==> src/hw/hpsf_pkg.sv <==
// Purpose: Constants and types for the host port status word.
// Assumes: One 100 MHz clock; all flag sources but the two synchronised pins on that clock.
// Notes:   Bit positions below are those of the status word and the routing register.
//
// Contract
// - Status word reachable by external host only
// - Host status read makes no memory cycle
// - Bit 15 high when bus power above threshold
// - Bit 14 shows the role pin level
// - Bits 12 and 10 show frame marker events
// - Bits 9 and 1 show bus reset events
// - Bits 7 and 6 show wakeup events
// - Bit 8 set by host mailbox write, CPU read clears
// - Bit 0 set by CPU mailbox write, host read clears
// - Bits 5 and 4 set by message writes, host read clears
// - Host mode: bits 3 and 2 show packet done
// - Peripheral mode: completion is OR of endpoints
// - Engine events appear only when routed to host
// - Message register write raises flag and irq
// - CPU mailbox write raises irq, host read drops it
package hpsf_pkg;

  localparam int STATUS_W = 16;
  localparam int EP_COUNT = 8;

  // ----------------------------------------------------------------
  // Status word bit positions
  // ----------------------------------------------------------------
  localparam int B_POWER  = 15;
  localparam int B_ROLE   = 14;
  localparam int B_FRAME2 = 12;
  localparam int B_FRAME1 = 10;
  localparam int B_RST2   = 9;
  localparam int B_MB_IN  = 8;
  localparam int B_WAKE2  = 7;
  localparam int B_WAKE1  = 6;
  localparam int B_MSG2   = 5;
  localparam int B_MSG1   = 4;
  localparam int B_DONE2  = 3;
  localparam int B_DONE1  = 2;
  localparam int B_RST1   = 1;
  localparam int B_MB_OUT = 0;

  // ----------------------------------------------------------------
  // Routing register bit positions
  // ----------------------------------------------------------------
  localparam int R_FRAME2 = 13;
  localparam int R_FRAME1 = 11;
  localparam int R_RST2   = 9;
  localparam int R_WAKE2  = 7;
  localparam int R_WAKE1  = 6;
  localparam int R_DONE2  = 3;
  localparam int R_DONE1  = 2;
  localparam int R_RST1   = 1;

  localparam logic [STATUS_W-1:0] STATUS_RESET = 16'h0000;

  // Settling time after bus power switch-on, for firmware
  localparam real POWER_SETTLE_US = 10.0;
  localparam real CLK_MHZ         = 100.0;
  localparam int  POWER_SETTLE_CYC = int'(POWER_SETTLE_US * CLK_MHZ);

  // Pending latches of one serial engine
  typedef struct packed {
    logic                bus_reset;
    logic                wakeup;
    logic                frame_marker;
    logic                host_mode;
    logic                host_done;
    logic [EP_COUNT-1:0] ep_pending;
  } hpsf_engine_t;

  // Mailbox and message strobes, one-cycle pulses
  typedef struct packed {
    logic host_mbox_wr;
    logic host_mbox_rd;
    logic cpu_mbox_wr;
    logic cpu_mbox_rd;
    logic cpu_msg1_wr;
    logic cpu_msg2_wr;
  } hpsf_strobe_t;

endpackage

==> src/hw/hpsf_status_port.sv <==
// Purpose: Host port status word, mailbox and message flags, irq.
// Assumes: Strobes and engine latches come from logic on clk.
// Notes:   Only the host port read path reaches the word.
`timescale 1ns/1ns
module hpsf_status_port #(
  parameter int EP_COUNT = hpsf_pkg::EP_COUNT
) (
  input  wire logic                          clk,
  input  wire logic                          reset_n,
  input  wire logic                          power_above_pin,
  input  wire logic                          otg_role_pin,
  input  wire hpsf_pkg::hpsf_engine_t        engine1,
  input  wire hpsf_pkg::hpsf_engine_t        engine2,
  input  wire logic [15:0]                   route_enable,
  input  wire hpsf_pkg::hpsf_strobe_t        strobe,
  input  wire logic                          host_status_rd,
  output logic [hpsf_pkg::STATUS_W-1:0]      host_status_data,
  output logic                               host_port_irq
);

  // ----------------------------------------------------------------
  // Pin synchronisation
  // ----------------------------------------------------------------
  logic [1:0] pins_sync;

  hpsf_sync #(
    .WIDTH (2)
  ) u_pin_sync (
    .clk      (clk),
    .reset_n  (reset_n),
    .async_in ({power_above_pin, otg_role_pin}),
    .sync_out (pins_sync)
  );

  wire bus_power_valid_flag = pins_sync[1];
  wire otg_role_pin_flag    = pins_sync[0];

  // ----------------------------------------------------------------
  // Completion decode
  // ----------------------------------------------------------------
  // Host mode uses packet done; peripheral mode any endpoint
  function automatic logic completion(hpsf_pkg::hpsf_engine_t e);
    completion = e.host_mode ? e.host_done
                             : (|e.ep_pending);
  endfunction

  // Events gated by routing; unrouted events belong to the CPU
  wire port1_bus_reset_flag = engine1.bus_reset &
                              route_enable[hpsf_pkg::R_RST1];
  wire port2_bus_reset_flag = engine2.bus_reset &
                              route_enable[hpsf_pkg::R_RST2];
  wire port1_wakeup_flag    = engine1.wakeup &
                              route_enable[hpsf_pkg::R_WAKE1];
  wire port2_wakeup_flag    = engine2.wakeup &
                              route_enable[hpsf_pkg::R_WAKE2];
  wire port1_frame_marker_flag = engine1.frame_marker &
                                 route_enable[hpsf_pkg::R_FRAME1];
  wire port2_frame_marker_flag = engine2.frame_marker &
                                 route_enable[hpsf_pkg::R_FRAME2];
  wire port1_completion_flag = completion(engine1) &
                               route_enable[hpsf_pkg::R_DONE1];
  wire port2_completion_flag = completion(engine2) &
                               route_enable[hpsf_pkg::R_DONE2];
  // Levels above follow the latches directly

  // ----------------------------------------------------------------
  // Mailbox and message flags
  // ----------------------------------------------------------------
  logic mailbox_in_flag;
  logic mailbox_out_flag;
  logic engine1_message_flag;
  logic engine2_message_flag;

  // Set wins over clear so a same-cycle event is kept
  wire next_mailbox_in = strobe.host_mbox_wr |
                         (mailbox_in_flag & ~strobe.cpu_mbox_rd);
  wire next_mailbox_out = strobe.cpu_mbox_wr |
                          (mailbox_out_flag & ~strobe.host_mbox_rd);
  wire next_msg1 = strobe.cpu_msg1_wr |
                   (engine1_message_flag & ~host_status_rd);
  wire next_msg2 = strobe.cpu_msg2_wr |
                   (engine2_message_flag & ~host_status_rd);

  always_ff @(posedge clk or negedge reset_n) begin
    if (!reset_n) begin
      mailbox_in_flag      <= 1'b0;
      mailbox_out_flag     <= 1'b0;
      engine1_message_flag <= 1'b0;
      engine2_message_flag <= 1'b0;
    end else begin
      mailbox_in_flag      <= next_mailbox_in;
      mailbox_out_flag     <= next_mailbox_out;
      engine1_message_flag <= next_msg1;
      engine2_message_flag <= next_msg2;
    end
  end

  // ----------------------------------------------------------------
  // Status word assembly
  // ----------------------------------------------------------------
  logic [hpsf_pkg::STATUS_W-1:0] next_status;

  always_comb begin
    next_status = hpsf_pkg::STATUS_RESET;
    next_status[hpsf_pkg::B_POWER]  = bus_power_valid_flag;
    next_status[hpsf_pkg::B_ROLE]   = otg_role_pin_flag;
    next_status[hpsf_pkg::B_FRAME2] = port2_frame_marker_flag;
    next_status[hpsf_pkg::B_FRAME1] = port1_frame_marker_flag;
    next_status[hpsf_pkg::B_RST2]   = port2_bus_reset_flag;
    next_status[hpsf_pkg::B_RST1]   = port1_bus_reset_flag;
    next_status[hpsf_pkg::B_MB_IN]  = mailbox_in_flag;
    next_status[hpsf_pkg::B_WAKE2]  = port2_wakeup_flag;
    next_status[hpsf_pkg::B_WAKE1]  = port1_wakeup_flag;
    next_status[hpsf_pkg::B_MSG2]   = engine2_message_flag;
    next_status[hpsf_pkg::B_MSG1]   = engine1_message_flag;
    next_status[hpsf_pkg::B_DONE2]  = port2_completion_flag;
    next_status[hpsf_pkg::B_DONE1]  = port1_completion_flag;
    next_status[hpsf_pkg::B_MB_OUT] = mailbox_out_flag;
  end

  // Irq: outbound mail, messages and routed engine events
  wire next_irq = mailbox_out_flag | engine1_message_flag |
                  engine2_message_flag |
                  port1_bus_reset_flag | port2_bus_reset_flag |
                  port1_wakeup_flag | port2_wakeup_flag |
                  port1_frame_marker_flag | port2_frame_marker_flag |
                  port1_completion_flag | port2_completion_flag;

  // ----------------------------------------------------------------
  // Host port read path
  // ----------------------------------------------------------------
  // Word is refreshed every cycle from local flops, so a host
  // read needs no memory arbitration and costs the CPU nothing.
  always_ff @(posedge clk or negedge reset_n) begin
    if (!reset_n) begin
      host_status_data <= hpsf_pkg::STATUS_RESET;
      host_port_irq    <= 1'b0;
    end else begin
      host_status_data <= next_status;
      host_port_irq    <= next_irq;
    end
  end

endmodule

==> src/hw/hpsf_sync.sv <==
// Purpose: Two-stage synchroniser for asynchronous pin levels.
// Assumes: Inputs are slow levels; no pulse capture needed.
// Notes:   First stage feeds only the second stage.
`timescale 1ns/1ns
module hpsf_sync #(
  parameter int WIDTH = 2
) (
  input  wire logic             clk,
  input  wire logic             reset_n,
  input  wire logic [WIDTH-1:0] async_in,
  output logic      [WIDTH-1:0] sync_out
);

  logic [WIDTH-1:0] stage1;

  always_ff @(posedge clk or negedge reset_n) begin
    if (!reset_n) begin
      stage1   <= '0;
      sync_out <= '0;
    end else begin
      stage1   <= async_in;
      sync_out <= stage1;
    end
  end

endmodule

==> config.mk <==
export PLATFORM = sky130hd
export DESIGN_NAME = hpsf_status_port
export DESIGN_NICKNAME = d
export VERILOG_FILES = /design/src/hw/hpsf_pkg.sv /design/src/hw/hpsf_status_port.sv /design/src/hw/hpsf_sync.sv
export SDC_FILE = /design/constraint.sdc
export NUM_CORES = 1
export LEC_CHECK = 0
export BUFFER_PORTS_ARGS = -buffer_cell sky130_fd_sc_hd__buf_2
export CAP_MARGIN = 10
export CORE_MARGIN = 4
export CORE_UTILIZATION = 32
export CTS_BUF_LIST = sky130_fd_sc_hd__clkbuf_4 sky130_fd_sc_hd__clkbuf_8 sky130_fd_sc_hd__clkbuf_16
export DETAILED_ROUTE_END_ITERATION = 8
export GPL_TIMING_DRIVEN = 1
export MAX_ROUTING_LAYER = met4
export PLACE_DENSITY = 0.83
export SLEW_MARGIN = 15
export SYNTH_ARGS = -nofsm -noshare
export SYNTH_HDL_FRONTEND = slang
export SYNTH_HIERARCHICAL = 1
export SYNTH_SLANG_ARGS = --single-unit
==> constraint.sdc <==
create_clock -name clk -period 1.45 [get_ports clk]
set_input_delay 0.145 -clock clk [delete_from_list [all_inputs] [get_ports clk]]
set_output_delay 0.145 -clock clk [all_outputs]
set_load 0.01 [all_outputs]
==> metrics <==
Worst R2R Start=engine2_message_flag$_DFF_PN0_; fin util=between 50% and 60%; final cell count without fillers=149; register bit total from synthesis=23; slowest CP cell=dfrtp_1; synthesized instance count=53; DR vias/cell=4.201; period utilisation layout=107.8%; outcome=complete, but fails checks; Sw Share=21.45%; PwrDens=965.9 nW/um2; first-pass GRT wire length=2615 um; clk_lat worst skew=0.30 ns; Net Switching=0.2421 mW; post-route antenna net violation count=0; Tmin final=1.563 ns; RSZ-0062 raised after global routing=true; CP top delay family=simple AND/OR/NAND/NOR gates; DRC violations left=0; Hold WS=0.02122 ns; critical path type=register to register; clk slew on worst S/H paths=0.11 ns; HP Start=strobe[1]; clock power share=26.0%; synth-to-layout area growth=52.37%; failing checks=negative setup slack; synth top area cells=dfrtp_1, and2_1, nor4_1; Hold Vio Cnt, Final=0; CTS sink count=23; Warnings, synthesis=6; Clock Root Buffer=clkbuf_4; Port Buf Inserts=59; n_diodes=0; critical path peak fanout=2; CTS buffer count=3; CP startpoint=engine2_message_flag$_DFF_PN0_; Slew Limit Fails=0; achievable frequency=~640 MHz; commonest non-fill, non-tap cell in the layout=buf_2; CP endpoint kind=register; die area=3244 um2; syn avg cell area=14.47 um2; Horiz. Die Dim=56.96 um; area of the core=2255 um2; DRT Pass-1 Iters=2; Iteration-0 DRC Markers=15; Comb pwr share=13.2%; antenna violations before repair=0; HP Class=input pin to register; Worst Skew=0.004139 ns; Fillers=205; most frequent cells in the layout=buf_2, dfrtp_1; H-tree levels=1; clk buf depth=2; CTS tree=built; placed instance count=roughly 140; Buf/Inv on CP=0; Initial Util=34.02%; crit-path cells=or3_1 > or3_1 > or4_1; critical path startpoint category=register; GRT Util Overall=approximately 11%; setup slack at placement=-0.1143 ns; maximum VDD drop=0.0004542 V; # Post-CTS Setup Buffers=0; post-synthesis sequential area ratio=75.04%; Final Worst Setup Slack=-0.1132 ns; die height=56.96 um; WP depth=3; Pleak=0.6392 nW; Final Setup Violations=1; Worst EP required=1.63 ns; CP arrival=approximately 1.7 ns; Overflow after GRT=0; largest net degree at the start of global routing=24; I/O Pins=70; cell row count=17; worst-case reg-to-reg path depth=3; area leader, netlist=dfrtp_1; Worst Hold Depth=2; Critical Path Most Common Cell=or3_1; Reg power frac=60.8%; Post-DP HPWL=around 1400 um; via count=626; CP max stage delay=0.39 ns; Pint=around 0.9 mW; Netlist cell types=15; layout cell share with drive strength beyond 1=between 50% and 60%; GPL Wtd Cong=0.7200; Synth top area share=75.04%; fin nets=175; routed length per instance=11.41 um; Routed WL=1700 um; vias in the first global route=651; Synth Cell Area=767.0 um2; max-cap viol count=0
stage by stage:
step                      cell area (um2)  power, mW  setup TNS, ns
after floorplan                     770.7     0.7435       -0.05859
after global placement               1109     0.8386       -0.08946
after detailed placement             1109     0.8457        -0.1143
after CTS                            1169      1.145        -0.1253
after global routing                 1169      1.183        -0.1706
final                                1169      1.129        -0.1132
registers in the layout, indices dropped and copies added, names as in the netlist:
register	count
host_port_irq	1
mailbox_in_flag	1
mailbox_out_flag	1
engine1_message_flag	1
u_pin_sync/sync_out	2
host_status_data	14
engine2_message_flag	1
u_pin_sync/stage1	2
synthesized netlist by cell type, drive strengths merged:
cell type  instances
a21o               4
and2               6
buf                2
conb               1
dfrtp             23
inv                5
nand3              2
nor4               4
o211a              2
or3                2
or4                2
worst reg2reg max path: stages (launching register included):
cell,delay (ns)
dfrtp_1,0.39
or3_1,0.36
or3_1,0.31
or4_1,0.39
cells by family after synthesis:
logic type | after synthesis | synth area share [%]
buffers and inverters | 7 | 4.403
AOI/OAI and AO/OA | 6 | 6.689
DFF | 23 | 75.04
other | 1 | 0.4889
and+or+nand+nor | 16 | 13.38
layer usage:
layer  share of wire [%]  track usage, %  vias up
li1                    -               -      309
met1                  35           11.37      276
met2                  52           18.76       39
met3                  11           1.810        2
met4                 1.6           7.947        0
met5                   0               -        -
power by group through the flow:
stage          registers (mW)  logic [mW]  clock network, mW
3_5_place_dp            0.700       0.146                  0
4_1_cts                 0.687       0.152              0.306
2_1_floorplan           0.712      0.0316                  0
3_3_place_gp            0.697       0.142                  0
5_1_grt                 0.691       0.166              0.326
6_report                0.686       0.149              0.294
final timing paths:
check | to | slack, ns
max | host_port_irq$_DFF_PN0_ | -0.11
min | engine1_message_flag$_DFF_PN0_ | 0.02
max reg2reg | host_port_irq$_DFF_PN0_ | -0.11
min reg2reg | u_pin_sync/sync_out[1]$_DFF_PN0_ | 0.36
max in group asynchronous | u_pin_sync/stage1[0]$_DFF_PN0_ | 0.82
min in group asynchronous | host_status_data[4]$_DFF_PN0_ | 0.32
timing repair:
action | CTS | global route
hold buffers | 3 | 0
setup endpoints to repair | 1 | 1
hold endpoints to repair | 25 | 0
resized for setup | 0 | 0
gates cloned | 0 | 0
cell type report:
| class | instances | area [um2] | share of cell area [%] |
|---|---|---|---|
| sequential | 23 | 575.6 | 49.25 |
| timing repair buffer | 65 | 347.8 | 29.76 |
| multi-input combinational | 24 | 161.4 | 13.81 |
| tap | 28 | 35.03 | 2.998 |
| clock buffer | 4 | 30.03 | 2.570 |
| inverter | 5 | 18.77 | 1.606 |
Power figures use the tool's default switching activity.
